--- src/shared/rcmd_regs.svh ---
// What this block does
// - While hard reset is low, sample the three mode clock select pins.
// - With config strobe low, four data-bus bits extend the code above pins.
// - A newly sampled setup takes effect only once power-on reset asserts.
// - Codes 000/001: processor multiplier 3, core 4 or 5.
// - Codes 010/011: processor multiplier 4, core 4 or 5.
// - Codes 100/101: processor multiplier 2, core 2.5 or 3.
// - Codes 110/111: processor multiplier 2.5, core 2.5 or 3.
// - Codes 0001_000..100: processor multiplier 2, core 4 to 8.
// - Host codes 1001_010..100: processor 3.5, core 3.5-4.5, PCI divide 4/8.
// - Host codes 1010_000..100: processor 2, core 2-4, PCI divide 3/6.
// - Host codes 1011_000..100: processor 2.5, core 2-4, PCI divide 4/8.
// - PCI halve high in host mode doubles the PCI divider.
// - Core frequency is bus clock times core multiplier.
`ifndef RCMD_REGS_SVH
`define RCMD_REGS_SVH
`define RCMD_HIGH_W 4
`define RCMD_LOW_W 3
`define RCMD_MULT_W 5
`define RCMD_DIV_W 4
`define RCMD_FREQ_W 20
`define RCMD_PIN_W 12
`define RCMD_PIN_RST 12'h000
`define RCMD_GRP_BASIC 4'h0
`define RCMD_GRP_EXT 4'h1
`define RCMD_GRP_H35 4'h9
`define RCMD_GRP_H20 4'hA
`define RCMD_GRP_H25 4'hB
`define RCMD_LOW_MIN_H35 3'h2
`define RCMD_LOW_MAX 3'h4
`define RCMD_DIV_4 4'h4
`define RCMD_DIV_3 4'h3
`endif

--- src/shared/rcmd_pkg.sv ---
`include "rcmd_regs.svh"
package rcmd_pkg;
  // Strap state caught during hard reset
  typedef struct packed {
    logic [`RCMD_HIGH_W-1:0] high;
    logic [`RCMD_LOW_W-1:0] low;
    logic halve;
    logic host;
  } rcmd_samp_t;

  // Decoded clock setup, multipliers held in half steps
  typedef struct packed {
    logic valid;
    logic [`RCMD_MULT_W-1:0] core_x2;
    logic [`RCMD_MULT_W-1:0] cpm_x2;
    logic [`RCMD_DIV_W-1:0] pci_div;
  } rcmd_cfg_t;
endpackage : rcmd_pkg

--- src/rtl/rcmd_top.sv ---
`timescale 1ns/100ps
`include "rcmd_regs.svh"
module rcmd_top
  import rcmd_pkg::*;
(
  input wire logic core_clk_i,
  input wire logic nrst_i,
  input wire logic hard_reset_in_ni,
  input wire logic power_on_reset_ni,
  input wire logic reset_config_strobe_ni,
  input wire logic [`RCMD_LOW_W-1:0] mode_clock_select_i,
  input wire logic [`RCMD_HIGH_W-1:0] mode_clock_high_field_i,
  input wire logic pci_clock_halve_i,
  input wire logic pci_host_mode_i,
  input wire logic [`RCMD_FREQ_W-1:0] in_clk_khz_i,
  output rcmd_samp_t active_o,
  output rcmd_cfg_t cfg_o,
  output logic [`RCMD_FREQ_W-1:0] core_khz_o,
  output logic [`RCMD_FREQ_W-1:0] cpm_khz_o,
  output logic [`RCMD_FREQ_W-1:0] pci_khz_o
);

  // Turn a strap set into multipliers and a PCI divider
  function automatic rcmd_cfg_t rcmd_decode(input rcmd_samp_t s);
    rcmd_cfg_t c;
    logic [`RCMD_MULT_W-1:0] low5;
    c = '0;
    low5 = {2'b00, s.low};
    case (s.high)
      `RCMD_GRP_BASIC:
      begin
        c.valid = 1'b1;
        // Upper code bit picks the fast input half of the table
        if (!s.low[2])
        begin
          c.cpm_x2 = s.low[1] ? 5'h08 : 5'h06;
          c.core_x2 = s.low[0] ? 5'h0A : 5'h08;
        end
        else
        begin
          c.cpm_x2 = s.low[1] ? 5'h05 : 5'h04;
          c.core_x2 = s.low[0] ? 5'h06 : 5'h05;
        end
      end
      `RCMD_GRP_EXT:
      begin
        if (s.low <= `RCMD_LOW_MAX)
        begin
          c.valid = 1'b1;
          c.cpm_x2 = 5'h04;
          c.core_x2 = 5'h08 + {low5[3:0], 1'b0};
        end
      end
      `RCMD_GRP_H35:
      begin
        if (s.host && s.low >= `RCMD_LOW_MIN_H35 && s.low <= `RCMD_LOW_MAX)
        begin
          c.valid = 1'b1;
          c.cpm_x2 = 5'h07;
          c.core_x2 = 5'h05 + low5;
          c.pci_div = `RCMD_DIV_4;
        end
      end
      `RCMD_GRP_H20:
      begin
        if (s.host && s.low <= `RCMD_LOW_MAX)
        begin
          c.valid = 1'b1;
          c.cpm_x2 = 5'h04;
          c.core_x2 = 5'h04 + low5;
          c.pci_div = `RCMD_DIV_3;
        end
      end
      `RCMD_GRP_H25:
      begin
        if (s.host && s.low <= `RCMD_LOW_MAX)
        begin
          c.valid = 1'b1;
          c.cpm_x2 = 5'h05;
          c.core_x2 = 5'h04 + low5;
          c.pci_div = `RCMD_DIV_4;
        end
      end
      // Agent-mode host codes and unlisted codes decode as invalid, all zero
      default:
      begin
        c = '0;
      end
    endcase
    // Halving only exists where a PCI divider does
    if (c.pci_div != 4'h0 && s.halve)
    begin
      c.pci_div = {c.pci_div[2:0], 1'b0};
    end
    return c;
  endfunction : rcmd_decode

  logic [`RCMD_PIN_W-1:0] pin_raw_w;
  logic [`RCMD_PIN_W-1:0] pin_s1_q;
  logic [`RCMD_PIN_W-1:0] pin_s2_q;
  logic hrst_act_w;
  logic por_act_w;
  logic strb_act_w;
  rcmd_samp_t samp_w;
  rcmd_samp_t pend_q;
  rcmd_samp_t pend_d;
  rcmd_samp_t act_q;
  rcmd_samp_t act_d;
  rcmd_cfg_t cfg_q;
  rcmd_cfg_t cfg_d;
  logic [24:0] core_prod_w;
  logic [24:0] cpm_prod_w;
  logic [`RCMD_FREQ_W-1:0] core_khz_q;
  logic [`RCMD_FREQ_W-1:0] cpm_khz_q;
  logic [`RCMD_FREQ_W-1:0] pci_khz_q;
  logic [`RCMD_FREQ_W-1:0] pci_khz_d;

  // All straps are asynchronous board levels, so bundle them for sync
  assign pin_raw_w = {hard_reset_in_ni, power_on_reset_ni,
    reset_config_strobe_ni, mode_clock_select_i,
    mode_clock_high_field_i, pci_clock_halve_i, pci_host_mode_i};

  // Two-stage synchroniser; only the second stage feeds logic
  always_ff @(posedge core_clk_i or negedge nrst_i)
  begin
    if (!nrst_i)
    begin
      pin_s1_q <= `RCMD_PIN_RST;
      pin_s2_q <= `RCMD_PIN_RST;
    end
    else
    begin
      pin_s1_q <= pin_raw_w;
      pin_s2_q <= pin_s1_q;
    end
  end

  // Unpack the synchronised straps
  assign hrst_act_w = !pin_s2_q[11];
  assign por_act_w = !pin_s2_q[10];
  assign strb_act_w = !pin_s2_q[9];
  assign samp_w.low = pin_s2_q[8:6];
  // Without the strobe the high field is forced to the basic group
  assign samp_w.high = strb_act_w ? pin_s2_q[5:2] : `RCMD_GRP_BASIC;
  assign samp_w.halve = pin_s2_q[1];
  assign samp_w.host = pin_s2_q[0];

  // Pending set follows the straps only while hard reset is held
  assign pend_d = hrst_act_w ? samp_w : pend_q;
  // Active set is replaced only under power-on reset, never mid-run
  assign act_d = por_act_w ? pend_q : act_q;
  assign cfg_d = rcmd_decode(act_q);

  // Sampling and commit registers
  always_ff @(posedge core_clk_i or negedge nrst_i)
  begin
    if (!nrst_i)
    begin
      pend_q <= '0;
      act_q <= '0;
      cfg_q <= '0;
    end
    else
    begin
      pend_q <= pend_d;
      act_q <= act_d;
      cfg_q <= cfg_d;
    end
  end

  // Frequencies in kHz; half-step multipliers are halved by the slice
  assign core_prod_w = {5'h00, in_clk_khz_i} *
    {20'h0_0000, cfg_q.core_x2};
  assign cpm_prod_w = {5'h00, in_clk_khz_i} *
    {20'h0_0000, cfg_q.cpm_x2};
  // Divider is small and static, so a plain divide is cheap enough
  assign pci_khz_d = (cfg_q.pci_div == 4'h0) ? 20'h0_0000 :
    cpm_khz_q / {16'h0000, cfg_q.pci_div};

  // Frequency report registers
  always_ff @(posedge core_clk_i or negedge nrst_i)
  begin
    if (!nrst_i)
    begin
      core_khz_q <= '0;
      cpm_khz_q <= '0;
      pci_khz_q <= '0;
    end
    else
    begin
      core_khz_q <= core_prod_w[20:1];
      cpm_khz_q <= cpm_prod_w[20:1];
      pci_khz_q <= pci_khz_d;
    end
  end

  // Outputs straight from flops
  assign active_o = act_q;
  assign cfg_o = cfg_q;
  assign core_khz_o = core_khz_q;
  assign cpm_khz_o = cpm_khz_q;
  assign pci_khz_o = pci_khz_q;
endmodule : rcmd_top

--- config.mk ---
export PLATFORM = sky130hd
export DESIGN_NAME = rcmd_top
export DESIGN_NICKNAME = d
export VERILOG_FILES = /design/src/shared/rcmd_pkg.sv /design/src/rtl/rcmd_top.sv
export VERILOG_INCLUDE_DIRS = /design/src /design/src/shared
export SDC_FILE = /design/constraint.sdc
export NUM_CORES = 1
export LEC_CHECK = 0
export BUFFER_PORTS_ARGS = -buffer_cell sky130_fd_sc_hd__buf_2
export CORE_ASPECT_RATIO = 0.5
export CORE_MARGIN = 2
export CORE_UTILIZATION = 30
export DETAILED_ROUTE_END_ITERATION = 6
export PLACE_DENSITY = 0.54
export SLEW_MARGIN = 40
export SYNTH_ARGS = -nofsm -noshare
export SYNTH_HDL_FRONTEND = slang
export SYNTH_SLANG_ARGS = --single-unit
export TNS_END_PERCENT = 10
--- constraint.sdc ---
create_clock -name core_clk_i -period 33.9 [get_ports core_clk_i]
set_input_delay 1.695 -clock core_clk_i [delete_from_list [all_inputs] [get_ports core_clk_i]]
set_output_delay 1.695 -clock core_clk_i [all_outputs]
set_load 0.03 [all_outputs]
# After elaboration in Yosys (flattened, before gate mapping)
# Cells that the tools add are included.
# word_totals
mem_bits_ro,0
out_inout_bits,84
regBits,117
latch_bits,0
memories,0
ramBits,0
elab_cells,50
inputBits,34
# classes
div,1
order_cmp,2
eq_ne,4
muxes,14
n_mul,2
n_shift,0
bitwise_logic,0
addsub,3
n_reduce_logical,7
# ops
operator,n
11-bit one-hot mux with 5 select lines,1
15-bit 2-to-1 mux,3
20-bit by 5-bit multiplier with 21-bit output,2
20-bit by 4-bit divider with 20-bit output,1
20-bit 2-to-1 mux,1
"4-bit equality test, second input constant",3
4-bit 2-to-1 mux,3
4-bit one-hot mux with 3 select lines,1
11-bit 2-to-1 mux,1
9-bit 2-to-1 mux,1
"3-bit by 3-bit adder with 4-bit output, first input constant",2
4-bit zero test,2
"4-bit by 4-bit adder with 5-bit output, first input constant",1
"4-bit by 1-bit equality test with 1-bit output, second input constant",1
1-bit logical AND,4
2-bit 2-to-1 mux,2
4-bit nonzero test,1
"3-bit by 2-bit greater-or-equal comparator with 1-bit output, second input constant",1
"3-bit <= comparator, second input constant",1
1-bit 2-to-1 mux,1

# Longest topological paths before layout
# depth
depth_word,8
depth_mapped,182

# Worst setup path before layout
# No wires, ideal clock.
# synth_path
path_type,register to register
startpoint,register cfg_q (netlist bit cfg_o[0])
endpoint,"register pci_khz_q[0], in the netlist pci_khz_o[0]"
period_less_slack_ns,35.195
path_slack_ns,-1.295
t_required_ns,33.754
stages_incl_launch_ff,170
arrival_ns,35.049
path_cell_list,dfrtp_1 -> inv_1 -> ha_1 -> nor4b_1 -> a2bb2oi_1 -> ha_1 -> or2_2 -> nand3_1 -> mux2_4 -> ha_1 -> o211ai_1 -> a21o_1 -> clkbuf_1 -> a31oi_1 -> inv_1 -> ha_1 -> o211ai_1 -> a21boi_0 -> [134 not listed] -> mux2_2 -> ha_1 -> o21a_1 -> o21ai_0 -> nand2b_1 -> nor4b_1 -> o21ai_1 -> nor4b_4 -> nand2_1 -> mux2_1 -> ha_1 -> a21o_1 -> a21oi_1 -> o211ai_1 -> nor3_1 -> nand4_1 -> nor4b_2 -> o22ai_1
# synth_between
elab_chain_cells,2
# synth_lines
item,line,text
start: declaration,rcmd_top.sv:109,rcmd_cfg_t cfg_q;
start signal: assignment,rcmd_top.sv:167,cfg_q <= cfg_d;
20-bit by 4-bit divider with 20-bit output or 4-bit zero test (tied branches),"rcmd_top.sv:178, rcmd_top.sv:177",
20-bit 2-to-1 mux (*),rcmd_top.sv:177,assign pci_khz_d = (cfg_q.pci_div == 4'h0) ? 20'h0_0000 :
named net pci_khz_d[0],rcmd_top.sv:116,logic [`RCMD_FREQ_W-1:0] pci_khz_d;
end signal: assignment,rcmd_top.sv:193,pci_khz_q <= pci_khz_d;
end: declaration,rcmd_top.sv:115,logic [`RCMD_FREQ_W-1:0] pci_khz_q;
# The timed path passes the listed nets; every way through them passes the cells marked *.
# A chain may end at the register's enable or synchronous reset.

# Worst setup path in the final report
# Same ends and word-level chain as after synthesis.

==> results.toml <==
[status]
outcome = "completed"

[synth]
synth_area_um2 = 15700
synth_nets = 2126
synth-seq-cells = 116
async_flop_share_pct = 100
synthAdderAreaFrac_pct = 21.9
synth_top_family_by_area = "simple AND/OR/NAND/NOR gates"
synth-xor-area-share_pct = 5.42
synth_ff_type = "dfrtp_1"
seq_area_frac_synth_pct = 18.5
synth_edf_count = 0
yosys.area_share.simple_pct = 22.8
syn_inst = 1869
syn_avg_cell_area_um2 = 8.39
yosysWarningCount = 0
synth_compound_area_share_pct = 21.5
ys_types = 115
muxShareOfSynthArea_pct = 4.09

[drt]
drt_first_pass_iters = 5
vias = 14300
avgRoutedWirePerCell_um = 16.6
dr.first_iter.drc_count = 835
wirelength_um = 45800
vias_per_cell = 5.18
drc = 0
postRouteAntennaNets = 0

[placement]
post_dp_cell_area_um2 = 17400
post-dp-hpwl_um = 35900
portBuffers = 116
routabilityCongestion = 0.909

[grt]
grt-ovfl-total = 0
grt_antenna_before_repair = 0
grt_max_degree = 67
first_global_vias = 13800
grt_pass1_wl_um = 74000
grt.total_usage_pct = 16.6

[final_layout]
fin_nets = 2298
area_delta_synth_final_pct = 18.8
final_layout_size_suffix_gt1_share_pct = 21.0
regArea_um2 = 2900
num_antenna_cells = 0
fillCellCount = 5462
finish.instance_area_um2 = 18600
multi_input_area_um2 = 12300

[setup_path]
cp.required_ns = 34.20
max_stage_delay_ns = 0.50
path_class = "reg2reg"
worst-path-buf-inv = 7
startpoint_type = "flop"
critPathSlowestCell = "or4_1"
critPathTopFamily = "compound AO/OA/AOI/OAI gates"
crit_top_cell = "o21a_1"
cp_max_fo = 16
critical_path_arrival_ns = 32.20
endpoint_kind = "flop"

[clock_tree]
numCtsBuffers = 17
clock_sinks = 116
insertion_delay_ns = 0.43
clkTransAtPathRegs_ns = 0.07
clockBufferDepth = 2
ctsHoldBuffers = 0
h-tree-depth = 4
cts_tree = "yes"
root_buffer = "clkbuf_16"

[timing]
fin_crit_sh_pct = 94.1
tns_ns = 0
period_minus_slack_ns = 31.90
slew_headroom_pct = 48.6
setup_viol = 0
fin_skew_ns = 0.0139
hold_violations = 0
fmax_mhz = 31.3
tightest_slew_ns = 0.766
final-max-slew-violation-count = 0

[worst_hold_path]
hold_class = "reg2reg"

[floorplan]
core_area_um2 = 51800
initial_utilization_pct = 30.3
die_area_um2 = 54200
row_count = 59
die_y_um = 166
die-width_um = 327
io_pins = 118

[flow_run]
drv_cap = 0
## final timing paths
check                                       startpoint                endpoint  slack, ns  depth (start not counted)
worst max-delay path                cfg_o[0]$_DFF_PN0_  pci_khz_o[0]$_DFF_PN0_       2.00                        159
worst max register to register      cfg_o[0]$_DFF_PN0_  pci_khz_o[0]$_DFF_PN0_       2.00                        159
worst min register to register  pin_s1_q[11]$_DFF_PN0_  pin_s2_q[11]$_DFF_PN0_       0.35                          0
min in group asynchronous                       nrst_i   pin_s1_q[5]$_DFF_PN0_       1.29                          1
worst min-delay path            pin_s1_q[11]$_DFF_PN0_  pin_s2_q[11]$_DFF_PN0_       0.35                          0
max in group asynchronous                       nrst_i  cpm_khz_o[0]$_DFF_PN0_      31.53                          2
## synthesized netlist by cell type (5+ instances only)
cell	instances	area [um2]
o21ai_0	66	330
o22ai_1	7	43.8
xor2_1	28	245
ha_1	139	1740
nand2_1	168	631
a211o_1	10	87.6
mux2_2	31	349
a21boi_0	7	52.6
nand4_1	17	106
nor2_1	124	465
or3_1	20	125
o31ai_1	16	120
fa_1	84	1680
inv_1	176	661
o31a_1	9	78.8
a21o_1	25	188
nand3_1	38	190
nor4_1	15	93.8
a211oi_1	10	75.1
or4_1	5	37.5
and3_1	18	113
dfrtp_1	116	2900
o21a_1	41	308
nor2b_1	7	43.8
nand2b_1	24	150
mux2i_1	18	180
nor3_1	62	310
and4_1	8	70.1
and2_1	108	676
o21bai_1	30	225
clkbuf_1	44	165
nor3_2	5	50.1
a31oi_1	21	131
a21oi_1	105	526
xnor2_1	69	604
buf_2	7	35.0
o21ai_1	9	45.0
o211ai_1	15	113
or2_2	18	113
## kinds of logic (layout without fill, tap and decap cells)
family          count (synthesis)  in the layout
simple gates                  676            676
compound gates                467            467
buf+inv                       232            417
fa+ha+maj                     224            224
flops                         116            116
xor+xnor                       97             97
mux                            56             56
other cells                     1              1
## metal layers
layer  up-vias  GRT usage, %  part of all wire (%)
met2       253          28.3                    48
met1      6961          22.3                    47
met3        74          1.69                   2.8
met5         -             0                     0
met4         0          5.15                   2.6
li1       6984             -                     -
## layout by cell type (no fill, tap or decap), types with 69 or more instances in the layout
cell	instances
a21oi_1	82
buf_4	93
nor2_1	112
buf_2	115
fa_1	84
inv_1	175
and2_1	108
dfrtp_1	115
nand2_1	164
xnor2_1	69
ha_1	136
## worst register-to-register path: cells and delay by family, from the launching register on
family          cells  cell delay (ns)
fa+ha+maj          19             5.64
compound gates     75            12.88
buf+inv             7             1.04
mux                 8             2.48
simple gates       50             9.30
flops               1             0.43
## timing repair
item,4_1_cts,5_1_grt
endpoints found under the hold margin,0,0
resized for setup,12,81
pin swaps,4,38
buffers inserted,5,28
setup endpoints to repair,1,2
## area by class of cell
| cell class | count | share of cell area, % |
|---|---|---|
| clock inverters | 15 | 0.873 |
| multi-input cells | 1521 | 66.1 |
| inverters | 176 | 3.57 |
| repair buffers | 209 | 6.90 |
| clock buffers | 17 | 2.28 |
| flip-flops and latches | 116 | 15.6 |
| well taps | 701 | 4.71 |
## registers in the layout (all words and copies together) (netlist names)
signal,flops
pin_s2_q,12
core_khz_o,20
cfg_o,14
pci_khz_o,20
cpm_khz_o,20
active_o,9
pin_s1_q,12
pend_q,9
## stage by stage
stage	hold slack [ns]	utilization, %	setup slack [ns]	instances
6_report	0.350	36.0	2.00	2755
4_1_cts	0.351	34.9	0.00896	2727
2_1_floorplan	0.331	-	0.000451	1869
3_5_place_dp	0.336	33.6	-0.785	2690
3_3_place_gp	0.332	33.6	0.306	2690
5_1_grt	0.356	36.0	-0.253	2755
Power is not shown: default switching activity piles up to over one toggle a cycle in this logic, so the estimate is an artifact.
